`src/logic/rpc_pkg.sv`:
```
// receive payload control: register indices, field layout, codes and patterns.
// assumes a single 10 MHz clock domain shared with the framer and backplane logic.
package rpc_pkg;
	// ----------------------------------------
	// bus and geometry
	// ----------------------------------------
	localparam int AXI_ADDR_W = 9;
	localparam int AXI_DATA_W = 32;
	localparam int IDX_W = 7;
	localparam int TS_W = 5;
	localparam int NUM_TS = 32;
	localparam int OCTET_W = 8;
	localparam int SIG_W = 4;
	localparam int IDX_LSB = 2;
	// ----------------------------------------
	// register indices (byte address is four times the index)
	// ----------------------------------------
	localparam logic [IDX_W-1:0] IDX_TS_CTRL = 7'h00;
	localparam logic [IDX_W-1:0] IDX_TIMESLOT_DATA_TRUNK_CODE = 7'h20;
	localparam logic [IDX_W-1:0] IDX_SIG = 7'h40;
	localparam logic [IDX_W-1:0] IDX_SIG_FIRST = 7'h41;
	localparam logic [IDX_W-1:0] IDX_SIG_LAST = 7'h5f;
	localparam logic [IDX_W-1:0] IDX_GLOBAL = 7'h60;
	localparam logic [IDX_W-1:0] IDX_STATUS = 7'h61;
	localparam logic [TS_W-1:0] TS_NO_SIG_A = 5'h00;
	localparam logic [TS_W-1:0] TS_NO_SIG_B = 5'h10;
	localparam logic [TS_W-1:0] TS_LAST = 5'h1f;
	// ----------------------------------------
	// field positions
	// ----------------------------------------
	localparam int CTL_SUBST_LSB = 5;
	localparam int CTL_SIGN_BIT_INVERT = 4;
	localparam int CTL_ODD_BITS_INVERT = 3;
	localparam int CTL_EVEN_BITS_INVERT = 2;
	localparam int CTL_LSB_CLOCK_GAP = 1;
	localparam int CTL_GAP = 0;
	localparam int SIG_TEST = 6;
	localparam int SIG_SIGNALING_TRUNK_ENABLE = 4;
	localparam logic [7:0] SIG_RW_MASK = 8'h5f;
	localparam int GLB_GSUB_LSB = 0;
	localparam int GLB_GSTRK = 3;
	localparam int GLB_GAPPED_CLOCK_ENABLE = 4;
	localparam int GLB_MASTER = 5;
	localparam int GLB_MODE_LSB = 6;
	localparam int GLB_DIR = 8;
	localparam int GLB_W = 9;
	localparam logic [GLB_W-1:0] GLB_RESET = 9'h000;
	localparam logic [7:0] REG_RESET = 8'h00;
	// ----------------------------------------
	// codes
	// ----------------------------------------
	localparam logic [2:0] SUB_NONE = 3'h0;
	localparam logic [2:0] SUB_TRUNK = 3'h1;
	localparam logic [2:0] SUB_ALAW = 3'h2;
	localparam logic [2:0] SUB_MULAW = 3'h3;
	localparam logic [1:0] MODE_8BIT = 2'h1;
	localparam logic [1:0] MODE_7BIT = 2'h2;
	localparam logic [7:0] GAP_NONE = 8'h00;
	localparam logic [7:0] GAP_LSB = 8'h01;
	localparam logic [7:0] GAP_ALL = 8'hff;
	localparam logic [1:0] RESP_OKAY = 2'h0;
	localparam logic [1:0] RESP_SLVERR = 2'h2;
	// digital milliwatt sequences, one octet per frame, entry 0 first
	localparam logic [63:0] ALAW_MW = 64'h3421_2134_b4a1_a1b4;
	localparam logic [63:0] MULAW_MW = 64'h1e0b_0b1e_9e8b_8b9e;
	typedef enum logic [2:0] {
		RPC_RK_CTRL = 3'h1,
		RPC_RK_TIMESLOT_DATA_TRUNK_CODE = 3'h2,
		RPC_RK_SIG = 3'h3,
		RPC_RK_GLB = 3'h4,
		RPC_RK_STAT = 3'h5,
		RPC_RK_NONE = 3'h0
	} rpc_reg_kind_type;
endpackage : rpc_pkg

```
`src/logic/rpc_top.sv`:
```
// receive payload control for one E1 link: per-timeslot substitution, inversion, gapping,
// pattern-test routing and signaling trunk code, with AXI4-Lite access to its registers.
// assumes octets arrive from the framer on aclk, tagged with their timeslot, in order.
//
// Notes on behaviour
// - 32 timeslot control registers, indices 00h-1fh
// - 32 data trunk code registers, indices 20h-3fh
// - signaling code registers 41h-4fh, 51h-5fh only
// - per-timeslot selector only when global is zero
// - code 001 substitutes the data trunk code
// - 010 A-law, 011 mu-law milliwatt pattern
// - inversion codes 000 to 011 decoded
// - inversion codes 100 to 111 decoded
// - gapping only in clock master with enable
// - gap whole timeslot, or lsb only
// - trunk code used by global or local select
// - test enable only in 8-bit/7-bit modes
// - direction 0 to detector, 1 from generator
// - 7-bit mode touches only seven msbs
// - tested timeslots form one continuous stream
// - signaling enable replaces signaling with code
// - global or local enable applies signaling code
//
// Our own choice: register access over AXI4-Lite.
`timescale 1ns/1ns
module rpc_top (
	input wire logic aclk,
	input wire logic aresetn,
	input wire logic [rpc_pkg::AXI_ADDR_W-1:0] awaddr,
	input wire logic [2:0] awprot,
	input wire logic awvalid,
	output logic awready,
	input wire logic [rpc_pkg::AXI_DATA_W-1:0] wdata,
	input wire logic [3:0] wstrb,
	input wire logic wvalid,
	output logic wready,
	output logic [1:0] bresp,
	output logic bvalid,
	input wire logic bready,
	input wire logic [rpc_pkg::AXI_ADDR_W-1:0] araddr,
	input wire logic [2:0] arprot,
	input wire logic arvalid,
	output logic arready,
	output logic [rpc_pkg::AXI_DATA_W-1:0] rdata,
	output logic [1:0] rresp,
	output logic rvalid,
	input wire logic rready,
	input wire logic in_valid,
	output logic in_ready,
	input wire logic [rpc_pkg::OCTET_W-1:0] in_data,
	input wire logic [rpc_pkg::SIG_W-1:0] in_sig,
	input wire logic [rpc_pkg::TS_W-1:0] in_ts,
	output logic out_valid,
	input wire logic out_ready,
	output logic [rpc_pkg::OCTET_W-1:0] out_data,
	output logic [rpc_pkg::SIG_W-1:0] out_sig,
	output logic [rpc_pkg::TS_W-1:0] out_ts,
	output logic [rpc_pkg::OCTET_W-1:0] out_gap,
	output logic det_valid,
	output logic [rpc_pkg::OCTET_W-1:0] det_data,
	output logic det_seven,
	input wire logic [rpc_pkg::OCTET_W-1:0] gen_data,
	output logic gen_take,
	output logic gen_seven
);
	import rpc_pkg::*;

	// ----------------------------------------
	// helpers
	// ----------------------------------------
	function automatic logic sig_mapped(input logic [TS_W-1:0] ts);
		sig_mapped = (ts != TS_NO_SIG_A) && (ts != TS_NO_SIG_B);
	endfunction : sig_mapped

	function automatic rpc_reg_kind_type reg_kind(input logic [IDX_W-1:0] idx);
		if (idx < IDX_TIMESLOT_DATA_TRUNK_CODE) begin
			reg_kind = RPC_RK_CTRL;
		end else if (idx < IDX_SIG) begin
			reg_kind = RPC_RK_TIMESLOT_DATA_TRUNK_CODE;
		end else if (idx >= IDX_SIG_FIRST && idx <= IDX_SIG_LAST && sig_mapped(idx[TS_W-1:0])) begin
			reg_kind = RPC_RK_SIG;
		end else if (idx == IDX_GLOBAL) begin
			reg_kind = RPC_RK_GLB;
		end else if (idx == IDX_STATUS) begin
			reg_kind = RPC_RK_STAT;
		end else begin
			reg_kind = RPC_RK_NONE;
		end
	endfunction : reg_kind

	function automatic logic [7:0] inv_mask(input logic s, input logic o, input logic e);
		// bit 1 of the timeslot is data[7]; odd positions below the msb are o, even are e
		inv_mask = {s, e, o, e, o, e, o, e};
	endfunction : inv_mask

	// ----------------------------------------
	// storage
	// ----------------------------------------
	logic [7:0] ctrl_q [NUM_TS];
	logic [7:0] timeslot_data_trunk_code_q [NUM_TS];
	logic [7:0] sig_q [NUM_TS];
	logic [GLB_W-1:0] glb_q;
	logic [2:0] phase_q;
	logic [TS_W-1:0] last_ts_q;

	logic [IDX_W-1:0] aw_idx_q;
	logic [7:0] wbyte_q;
	logic wlane_q;
	logic wdir_q;
	logic skid_valid_q;
	logic aw_got_q, w_got_q;
	logic aw_got_d, w_got_d, bvalid_d;
	logic wr_fire;
	rpc_reg_kind_type wr_kind, rd_kind;
	logic [IDX_W-1:0] ar_idx;
	logic [AXI_DATA_W-1:0] rd_val;

	// ----------------------------------------
	// AXI4-Lite write channel
	// ----------------------------------------
	assign wr_fire = aw_got_q && w_got_q && !bvalid;
	assign wr_kind = reg_kind(aw_idx_q);

	always_comb begin
		aw_got_d = aw_got_q;
		w_got_d = w_got_q;
		bvalid_d = bvalid;
		if (awvalid && awready) begin
			aw_got_d = 1'b1;
		end
		if (wvalid && wready) begin
			w_got_d = 1'b1;
		end
		if (wr_fire) begin
			aw_got_d = 1'b0;
			w_got_d = 1'b0;
			bvalid_d = 1'b1;
		end else if (bvalid && bready) begin
			bvalid_d = 1'b0;
		end
	end

	always_ff @(posedge aclk) begin
		if (!aresetn) begin
			aw_got_q <= 1'b0;
			w_got_q <= 1'b0;
			bvalid <= 1'b0;
			bresp <= RESP_OKAY;
			awready <= 1'b0;
			wready <= 1'b0;
			aw_idx_q <= '0;
			wbyte_q <= REG_RESET;
			wlane_q <= 1'b0;
			wdir_q <= 1'b0;
		end else begin
			aw_got_q <= aw_got_d;
			w_got_q <= w_got_d;
			bvalid <= bvalid_d;
			awready <= !aw_got_d && !bvalid_d;
			wready <= !w_got_d && !bvalid_d;
			if (awvalid && awready) begin
				aw_idx_q <= awaddr[IDX_LSB +: IDX_W];
			end
			if (wvalid && wready) begin
				wbyte_q <= wdata[7:0];
				wlane_q <= wstrb[0];
				wdir_q <= wdata[GLB_DIR];
			end
			if (wr_fire) begin
				bresp <= (wr_kind == RPC_RK_NONE) ? RESP_SLVERR : RESP_OKAY;
			end
		end
	end

	// ----------------------------------------
	// register file
	// ----------------------------------------
	always_ff @(posedge aclk) begin
		if (!aresetn) begin
			for (int i = 0; i < NUM_TS; i++) begin
				ctrl_q[i] <= REG_RESET;
				timeslot_data_trunk_code_q[i] <= REG_RESET;
				sig_q[i] <= REG_RESET;
			end
			glb_q <= GLB_RESET;
		end else if (wr_fire && wlane_q) begin
			case (wr_kind)
				RPC_RK_CTRL: ctrl_q[aw_idx_q[TS_W-1:0]] <= wbyte_q;
				RPC_RK_TIMESLOT_DATA_TRUNK_CODE: timeslot_data_trunk_code_q[aw_idx_q[TS_W-1:0]] <= wbyte_q;
				RPC_RK_SIG: sig_q[aw_idx_q[TS_W-1:0]] <= wbyte_q & SIG_RW_MASK;
				RPC_RK_GLB: glb_q <= {wdir_q, wbyte_q};
				default: ;
			endcase
		end
	end

	// ----------------------------------------
	// AXI4-Lite read channel
	// ----------------------------------------
	assign ar_idx = araddr[IDX_LSB +: IDX_W];
	assign rd_kind = reg_kind(ar_idx);

	always_comb begin
		rd_val = '0;
		case (rd_kind)
			RPC_RK_CTRL: rd_val[7:0] = ctrl_q[ar_idx[TS_W-1:0]];
			RPC_RK_TIMESLOT_DATA_TRUNK_CODE: rd_val[7:0] = timeslot_data_trunk_code_q[ar_idx[TS_W-1:0]];
			RPC_RK_SIG: rd_val[7:0] = sig_q[ar_idx[TS_W-1:0]];
			RPC_RK_GLB: rd_val[GLB_W-1:0] = glb_q;
			RPC_RK_STAT: rd_val[15:0] = {3'h0, last_ts_q, 3'h0, skid_valid_q, out_valid, phase_q};
			default: rd_val = '0;
		endcase
	end

	always_ff @(posedge aclk) begin
		if (!aresetn) begin
			rvalid <= 1'b0;
			rdata <= '0;
			rresp <= RESP_OKAY;
			arready <= 1'b0;
		end else begin
			if (arvalid && arready) begin
				rvalid <= 1'b1;
				rdata <= rd_val;
				rresp <= (rd_kind == RPC_RK_NONE) ? RESP_SLVERR : RESP_OKAY;
				arready <= 1'b0;
			end else if (rvalid && rready) begin
				rvalid <= 1'b0;
				arready <= 1'b1;
			end else begin
				arready <= !rvalid;
			end
		end
	end

	// ----------------------------------------
	// payload path
	// ----------------------------------------
	logic [7:0] ctl;
	logic [7:0] sgr;
	logic [2:0] gsub, sub_sel;
	logic [1:0] mode;
	logic test_on, seven, gen_rep, det_rep, push;
	logic [7:0] sub_data, rep_data, fin_data, gap_mask;
	logic [3:0] fin_sig;

	assign ctl = ctrl_q[in_ts];
	assign sgr = sig_q[in_ts];
	assign gsub = glb_q[GLB_GSUB_LSB +: 3];
	assign mode = glb_q[GLB_MODE_LSB +: 2];
	assign push = in_valid && in_ready;
	assign sub_sel = (gsub != SUB_NONE) ? gsub : ctl[CTL_SUBST_LSB +: 3];
	assign test_on = sgr[SIG_TEST] && (mode == MODE_8BIT || mode == MODE_7BIT);
	assign seven = (mode == MODE_7BIT);
	assign gen_rep = test_on && glb_q[GLB_DIR];
	assign det_rep = test_on && !glb_q[GLB_DIR];

	always_comb begin
		case (sub_sel)
			SUB_TRUNK: sub_data = timeslot_data_trunk_code_q[in_ts];
			SUB_ALAW: sub_data = ALAW_MW[{3'h7 - phase_q, 3'h0} +: 8];
			SUB_MULAW: sub_data = MULAW_MW[{3'h7 - phase_q, 3'h0} +: 8];
			default: sub_data = in_data;
		endcase
	end

	// the lsb keeps the substituted value in 7-bit mode, so the generator only owns seven bits
	assign rep_data = !gen_rep ? sub_data : seven ? {gen_data[7:1], sub_data[0]} : gen_data;
	assign fin_data = rep_data ^ inv_mask(ctl[CTL_SIGN_BIT_INVERT], ctl[CTL_ODD_BITS_INVERT], ctl[CTL_EVEN_BITS_INVERT]);

	always_comb begin
		gap_mask = GAP_NONE;
		if (glb_q[GLB_MASTER] && glb_q[GLB_GAPPED_CLOCK_ENABLE]) begin
			if (ctl[CTL_GAP]) begin
				gap_mask = GAP_ALL;
			end else if (ctl[CTL_LSB_CLOCK_GAP]) begin
				gap_mask = GAP_LSB;
			end
		end
	end

	// timeslots 0 and 16 carry no signaling code, so they always pass through
	assign fin_sig = (sig_mapped(in_ts) && (glb_q[GLB_GSTRK] || sgr[SIG_SIGNALING_TRUNK_ENABLE])) ? sgr[3:0] : in_sig;

	// milliwatt phase steps once per frame, on the last timeslot
	always_ff @(posedge aclk) begin
		if (!aresetn) begin
			phase_q <= 3'h0;
			last_ts_q <= '0;
		end else if (push) begin
			last_ts_q <= in_ts;
			if (in_ts == TS_LAST) begin
				phase_q <= phase_q + 3'h1;
			end
		end
	end

	// pattern unit taps: each tested octet is one more piece of a single stream
	always_ff @(posedge aclk) begin
		if (!aresetn) begin
			det_valid <= 1'b0;
			det_data <= REG_RESET;
			det_seven <= 1'b0;
			gen_take <= 1'b0;
			gen_seven <= 1'b0;
		end else begin
			det_valid <= push && det_rep;
			gen_take <= push && gen_rep;
			if (push && det_rep) begin
				det_data <= in_data;
				det_seven <= seven;
			end
			if (push && gen_rep) begin
				gen_seven <= seven;
			end
		end
	end

	// ----------------------------------------
	// two-entry output buffer
	// ----------------------------------------
	localparam int PAY_W = OCTET_W + SIG_W + TS_W + OCTET_W;
	logic [PAY_W-1:0] in_pay, skid_q;
	logic skid_valid_d, pop;

	assign in_pay = {fin_data, fin_sig, in_ts, gap_mask};
	assign pop = out_valid && out_ready;

	always_comb begin
		skid_valid_d = skid_valid_q;
		if (push && out_valid && !pop) begin
			skid_valid_d = 1'b1;
		end else if (pop) begin
			skid_valid_d = 1'b0;
		end
	end

	// ready is registered, so it only looks at the skid slot, which is free whenever it is high
	always_ff @(posedge aclk) begin
		if (!aresetn) begin
			skid_valid_q <= 1'b0;
			skid_q <= '0;
			in_ready <= 1'b0;
			out_valid <= 1'b0;
			{out_data, out_sig, out_ts, out_gap} <= '0;
		end else begin
			skid_valid_q <= skid_valid_d;
			in_ready <= !skid_valid_d;
			if (push && out_valid && !pop) begin
				skid_q <= in_pay;
			end
			if (pop && skid_valid_q) begin
				{out_data, out_sig, out_ts, out_gap} <= skid_q;
			end else if (push && (!out_valid || pop)) begin
				out_valid <= 1'b1;
				{out_data, out_sig, out_ts, out_gap} <= in_pay;
			end else if (pop) begin
				out_valid <= 1'b0;
			end
		end
	end

	logic load_out;
	assign load_out = push && (!out_valid || pop) && !(pop && skid_valid_q);
endmodule : rpc_top

```
`config.mk`:
```
export PLATFORM = sky130hd
export DESIGN_NAME = rpc_top
export DESIGN_NICKNAME = d
export VERILOG_FILES = /design/src/logic/rpc_pkg.sv /design/src/logic/rpc_top.sv
export SDC_FILE = /design/constraint.sdc
export NUM_CORES = 2
export LEC_CHECK = 0
export BUFFER_PORTS_ARGS = -buffer_cell sky130_fd_sc_hd__buf_4
export CAP_MARGIN = 20
export CORE_MARGIN = 2
export CORE_UTILIZATION = 65
export DETAILED_ROUTE_END_ITERATION = 10
export GPL_TIMING_DRIVEN = 0
export PLACE_DENSITY_LB_ADDON = 0.12
export SYNTH_ARGS = -nofsm -noshare
export SYNTH_HDL_FRONTEND = slang
export SYNTH_SLANG_ARGS = --single-unit
```
`constraint.sdc`:
```
create_clock -name aclk -period 8.1 [get_ports aclk]
set_input_delay 0 -clock aclk [delete_from_list [all_inputs] [get_ports aclk]]
set_output_delay 0 -clock aclk [all_outputs]
set_load 0.005 [all_outputs]
```
### Yosys cells after proc, flatten, opt, wreduce, memory -nomap -nowiden

Memories as Yosys holds them, arrays and structs flattened.
Index checks and enable logic that the tools add are counted.

| cells by class | value |
|---|---|
| $add $sub $neg | 2 |
| magnitude comparators | 8 |
| equality and inequality tests | 22 |
| shift-type cells | 2 |
| mux-type cells | 66 |
| bitwise operators | 3 |
| reduce and logical (&&, ||, !) cells | 58 |

Operator list:

| operator | count |
|---|---|
| variable part select 64 x 7 -> 8 bit, first input constant | 2 |
| two-way mux 8 bit | 9 |
| one-hot mux 8 bit (5 select lines) | 1 |
| two-way mux 3 bit | 11 |
| two-way mux 1 bit | 31 |
| logical AND 1 bit | 30 |
| == test 7 bit, second input constant | 4 |
| two-way mux 5 bit | 5 |
| one-hot mux 8 bit (3 select lines) | 1 |
| == test 3 x 2 -> 1 bit, second input constant | 6 |
| two-way mux 4 bit | 4 |
| OR reduction 8 bit | 2 |
| inequality test 5 bit, second input constant | 3 |
| nonzero test 5 bit | 3 |
| >= comparator 7 bit, second input constant | 2 |
| less-or-equal comparator 7 bit, second input constant | 2 |
| < comparator 7 x 6 -> 1 bit, second input constant | 2 |
| < comparator 7 bit, second input constant | 2 |
| == test 3 x 1 -> 1 bit, second input constant | 3 |
| == test 3 bit, second input constant | 3 |
| logical NOT 1 bit | 9 |
| bitwise XOR 8 bit | 1 |
| logical NOT 3 bit | 2 |
| two-way mux 6 bit | 1 |
| 14 further kinds | 22 |

| storage, ports and cells | value |
|---|---|
| bits in registers | 126 |
| RAM bits | 704 |
| bits of input ports | 94 |
| memories kept | 3 |

Memory list:

| name | words | bits a word | read ports | clocked after memory_dff | write ports | RTL line | RTL |
|---|---|---|---|---|---|---|---|
| ctrl_q | 32 | 8 | 2 | 0 | 32 | rpc_top.sv:99 | `logic [7:0] ctrl_q [NUM_TS];` |
| timeslot_data_trunk_code_q | 32 | 8 | 2 | 0 | 32 | rpc_top.sv:100 | `logic [7:0] timeslot_data_trunk_code_q [NUM_TS];` |
| sig_q | 32 | 6 | 2 | 0 | 32 | rpc_top.sv:101 | `logic [7:0] sig_q [NUM_TS];` |

### Longest topological paths before layout

| depth | value |
|---|---|
| depth after elaboration | 13 |
| depth in mapped cells | 15 |
| mapped depth without buffers | 8 |

### Least setup slack after synthesis

Ideal clock, no wire load.

| timing path | value |
|---|---|
| path type | input-to-reg |
| from | input araddr[3] (netlist bit) |
| to | register rdata[5] (netlist bit) |
| setup time | 0.132 ns |
| data arrival time | 2.633 ns |
| path slack | 5.336 ns |
| stages | 9 |
| buffers on the path | 4 |
| cells stage by stage | clkbuf_1 buf_2 buf_1 clkbuf_1 mux4_2 mux4_2 mux4_2 a221oi_1 nor3_1 |

| on the way | value |
|---|---|
| longest elaborated chain between the ends | 8 |
| elaborated cells between the ends (all ways) | 24 |

Ends and longest elaborated chain:

| what | RTL line | RTL |
|---|---|---|
| start, declared | rpc_top.sv:40 | `input wire logic [rpc_pkg::AXI_ADDR_W-1:0] araddr,` |
| >= comparator 7 bit, or another cell as far along | rpc_top.sv:80 | `end else if (idx >= IDX_SIG_FIRST && idx <= IDX_SIG_LAST && sig_mapped(idx[TS_W-1:0])) begin` |
| logical AND 1 bit, or another cell as far along | rpc_top.sv:80 |  |
| logical AND 1 bit or two-way mux 3 bit (tied branches) | rpc_top.sv:80, rpc_top.sv:82 |  |
| two-way mux 3 bit | rpc_top.sv:80 |  |
| two-way mux 3 bit | rpc_top.sv:78 | `end else if (idx < IDX_SIG) begin` |
| two-way mux 3 bit | rpc_top.sv:76 | `if (idx < IDX_TIMESLOT_DATA_TRUNK_CODE) begin` |
| == test 3 bit, or another cell as far along | rpc_top.sv:205 | `case (rd_kind)` |
| one-hot mux 8 bit (5 select lines) (*) | rpc_top.sv:205 |  |
| end signal, assigned | rpc_top.sv:224 | `rdata <= rd_val;` |
| end, declared | rpc_top.sv:44 | `output logic [rpc_pkg::AXI_DATA_W-1:0] rdata,` |

Every way passes the cells marked *; elsewhere a longest branch is shown, timed or not.
A chain may end at the register's enable or synchronous reset.

### Worst setup path after layout

| timing path | value |
|---|---|
| from | input in_ts[3] (netlist bit) |
| to | register out_gap[0] (netlist bit) |

| on the way | value |
|---|---|
| longest elaborated chain between the ends | 6 |

Ends and longest elaborated chain:

| what | RTL line | RTL |
|---|---|---|
| start, declared | rpc_top.sv:52 | `input wire logic [rpc_pkg::TS_W-1:0] in_ts,` |
| memory (32 x 8 bit) (*) | -- |  |
| two-way mux 1 bit | rpc_top.sv:276 | `end else if (ctl[CTL_LSB_CLOCK_GAP]) begin` |
| two-way mux 8 bit (*) | rpc_top.sv:274 | `if (ctl[CTL_GAP]) begin` |
| two-way mux 8 bit (*) | rpc_top.sv:273 | `if (glb_q[GLB_MASTER] && glb_q[GLB_GAPPED_CLOCK_ENABLE]) begin` |
| two-way mux 8 bit (*) | rpc_top.sv:354 | `end else if (push && (!out_valid \|\| pop)) begin` |
| two-way mux 8 bit (*) | rpc_top.sv:352 | `if (pop && skid_valid_q) begin` |
| end signal, assigned | rpc_top.sv:353 | `{out_data, out_sig, out_ts, out_gap} <= skid_q;` |
| end signal, assigned | rpc_top.sv:356 | `{out_data, out_sig, out_ts, out_gap} <= in_pay;` |
| end, declared | rpc_top.sv:58 | `output logic [rpc_pkg::OCTET_W-1:0] out_gap,` |

Every way passes the cells marked *; elsewhere a longest branch is shown, timed or not. The select of a mux whose other input is x is not followed.

==> metrics <==
clock power share between 30% and 40%; Post-Syn Instances 3000; internal power just over 7000 uW; Crit path largest cell delay slightly below 900 ps; clk buf depth 3; slack of the critical path 3130 ps; initial DRC count between 6000 and 7000; CTS buffer count 86; Post-Place Cells 4081; switching power between 2000 and 3000 uW; cts repair resizes 0; Post-Route M1 WL around 50 mm; number of synthesized register bits around 800; switching share of power 26.5%; mean area per synthesized cell approximately 14 sq um; clock-pin slew on the worst setup and hold paths 60 ps; clk_skew around 23 ps; cell depth of the worst flop-to-flop path 8; P&R area growth vs syn 14.2%; clock root cell clkbuf_16; Total Nets Final between 3000 and 4000; initial antenna violation count 17; Starting Density approximately two thirds; DR vias ~32000; HPWL after DPL about 120 mm; Setup TNS 0 ps; Tot GR Track Use roughly half; die area just under 70000 sq um; htree depth 3; Synth area leaders edfxtp_1, mux4_2, and2_1; Die H ~260 um; global placement routability congestion ~1.1; Crit path max-delay family buffers and inverters; max-cap viol count 0; worst skew pair latency 660 ps; combinational power share 13.1%; number of flops mapped to enable cells by yosys about 700; Hold EP out_data[0]$_SDFFE_PN0P_; Top Metal Used met5; post-CTS setup repair buffer count 0; Placed Area about 46000 sq um; main flop type after synthesis edfxtp_1; Worst EP required ~8600 ps; sequential share of power 48.2%; Critical-path top delay cell mux2i_1; area share of the largest cell type after synthesis around half; Fillers slightly above 4000; worst slack at placement 3030 ps; vias in the first global route 31200; status finished clean; # DRC 0; synthesized area around 43000 sq um; per-cell routed wire length approximately 40 um; wire length on met2 71.2 mm; remaining antenna violation count 0; hold buffers post-CTS 64; Vias/cell around 7.5; clk sinks between 800 and 900; met3 wire len between 30 and 40 mm; Peak VDD IR ~190 uV; Leakage Power around 0.018 uW; crit path max fanout 10; first-pass GRT wire length 233 mm; Synth area leader edfxtp_1; Layout Cells excl Fill around 4300; Slew Viols, Final 0; fmax between 0.2 and 0.25 GHz; largest net degree at the start of global routing 16; IO Port Bufs 108; chip width 261 um; Worst Hold Path Cells 5; TritonCTS clock tree done; sequential cell area fraction in the yosys report a little over half; Pre-antenna DRT Iters 9; total power between 9000 and 10000 uW; R2R Setup Slk between 4000 and 5000 ps; total gr overflow 0; critical path arrival around 5500 ps; post-route cell area 49100 sq um; FF-to-FF End out_data[7]$_SDFFE_PN0P_; Power Density around 200 nW/um^2; WP buf/inv 6; Crit Reg-Reg Startpoint ctrl_q[11][7]$_SDFFCE_PN0P_; relative slew slack around a tenth; core area 65600 sq um; Crit Path Category input pin to register; worst hold path type input pin to register; IO Count around 170; Hold Fails Final Rpt 0; YS warnings 0; period utilization 61.4%; CP most frequent cell buf_2; crit-path cells buf_2 -> buf_2 -> buf_2 -> buf_2 -> buf_2 -> buf_2 -> mux4_2 -> mux2i_1 -> o21ai_1 -> a222oi_1 -> nor2_1; RSZ-0062 raised after global routing false; # setup viols final 0; Worst setup EP type register; WL final between 150 and 200 mm; post-synth cell types 78; Hold Startpoint gen_data[0]; layout cells sized above 1 roughly a quarter; Least-Margin Pin Slew ~1400 ps; row count 94; startpoint types input pin; post-layout minimum cycle time between 4000 and 5000 ps; async set or reset register ratio after synthesis 0%
==> synth_stat cells (19+ instances only) <==
| library cell | n |
|---|---|
| a21oi_1 | 57 |
| dfxtp_1 | 109 |
| and2_1 | 705 |
| a22oi_1 | 19 |
| o21ai_0 | 109 |
| mux2i_1 | 81 |
| clkbuf_1 | 159 |
| buf_2 | 44 |
| mux4_2 | 398 |
| nand3_1 | 32 |
| buf_4 | 40 |
| edfxtp_1 | 704 |
| nor2_1 | 171 |
| mux2_2 | 25 |
| nand2_1 | 106 |
==> worst register-to-register path, cell delays in order, from the launching register on <==
cell and delay, ps:
edfxtp_1 390, mux4_2 500, a22o_1 290, o41a_1 620
a211oi_2 640, nor4b_2 520, o41ai_2 120, xor2_1 300
o22ai_1 150
==> through the flow <==
step	utilization [%]	hold slack, ps
6_report	74.8	60.8
5_1_grt	74.7	84.2
4_1_cts	74.6	24.4
3_5_place_dp	69.6	262
3_3_place_gp	68.5	251
2_1_floorplan	-	136
==> layout by cell type, fill, tap and decap left out, drive strengths merged, types with 4 or more instances in the layout <==
| master | n |
|---|---|
| and2 | 705 |
| nand2b | 7 |
| edfxtp | 704 |
| a22oi | 19 |
| a221oi | 7 |
| mux2 | 25 |
| or3 | 6 |
| xor2 | 8 |
| inv | 18 |
| o21ai | 118 |
| dfxtp | 109 |
| nor2 | 171 |
| o22ai | 19 |
| mux4 | 398 |
| a21oi | 57 |
| a222oi | 8 |
| diode | 9 |
| clkinv | 33 |
| nor2b | 7 |
| a22o | 13 |
| nand2 | 106 |
| nand3 | 32 |
| a211oi | 5 |
| o221ai | 4 |
| dlygate4sd3 | 64 |
| a31oi | 8 |
| a221o | 8 |
| and3 | 11 |
| clkbuf | 284 |
| buf | 317 |
| nor3 | 11 |
| o2bb2ai | 4 |
| conb | 33 |
| mux2i | 83 |
==> layer usage <==
layer  global-route usage, %  up-vias
met2                    71.4     3466
met3                    24.0      931
met4                    41.5       12
li1                        -    12200
met1                    60.6    15800
met5                       0        -
==> area by class of cell <==
cell class	count	area (sq um)	area share (%)
Clock inverter	41	307	0.625
Antenna cell	9	22.5	0.0459
Inverter	12	45.0	0.0918
Clock buffer	118	2330	4.76
Multi-Input combinational cell	1924	18300	37.2
Timing Repair Buffer	264	2240	4.57
Buffer	283	1450	2.95
Sequential cell	813	23300	47.5
Tap cell	864	1080	2.20
==> cells by family (layout without fill, tap and decap cells) <==
| group | after synthesis | after routing | share of synthesized area (%) |
|---|---|---|---|
| compound gates | 299 | 299 | 4.51 |
| xor+xnor | 10 | 10 | 0.204 |
| fa+ha+maj | 2 | 2 | 0.0582 |
| buf+inv | 295 | 718 | 3.47 |
| flops | 813 | 813 | 54.3 |
| mux | 506 | 506 | 23.5 |
| other cells | 1 | 42 | 0.00873 |
| simple gates | 1074 | 1074 | 14.0 |
==> power groups by stage <==
stage	combinational, uW	clock, uW	sequential (uW)
3_5_place_dp	1180	0	4850
2_1_floorplan	672	0	4810
3_3_place_gp	1130	0	4840
4_1_cts	1200	3780	4760
5_1_grt	1280	3920	4780
6_report	1290	3830	4770
==> state kept, by name, indices dropped and copies added, names as in the netlist, 2 cells and up <==
register,flops
aw_idx_q,7
ctrl_q,256
det_data,8
glb_q,9
last_ts_q,5
out_data,8
out_gap,2
out_sig,4
out_ts,5
phase_q,3
rdata,13
sig_q,192
skid_q,19
timeslot_data_trunk_code_q,256
wbyte_q,8
==> how the worst max path moves through the flow <==
stage | endpoint | from | cells past startpoint
after floorplan | rdata[5]$_SDFFE_PN0P_ | araddr[3] | 9
after global placement | out_data[7]$_SDFFE_PN0P_ | in_ts[2] | 10
after detailed placement | out_gap[0]$_SDFFE_PN0P_ | in_ts[3] | 11
after CTS | out_gap[0]$_SDFFE_PN0P_ | in_ts[3] | 11
after global routing | out_gap[0]$_SDFFE_PN0P_ | in_ts[3] | 11
final | out_gap[0]$_SDFFE_PN0P_ | in_ts[3] | 11
Power figures use the tool's default switching activity.
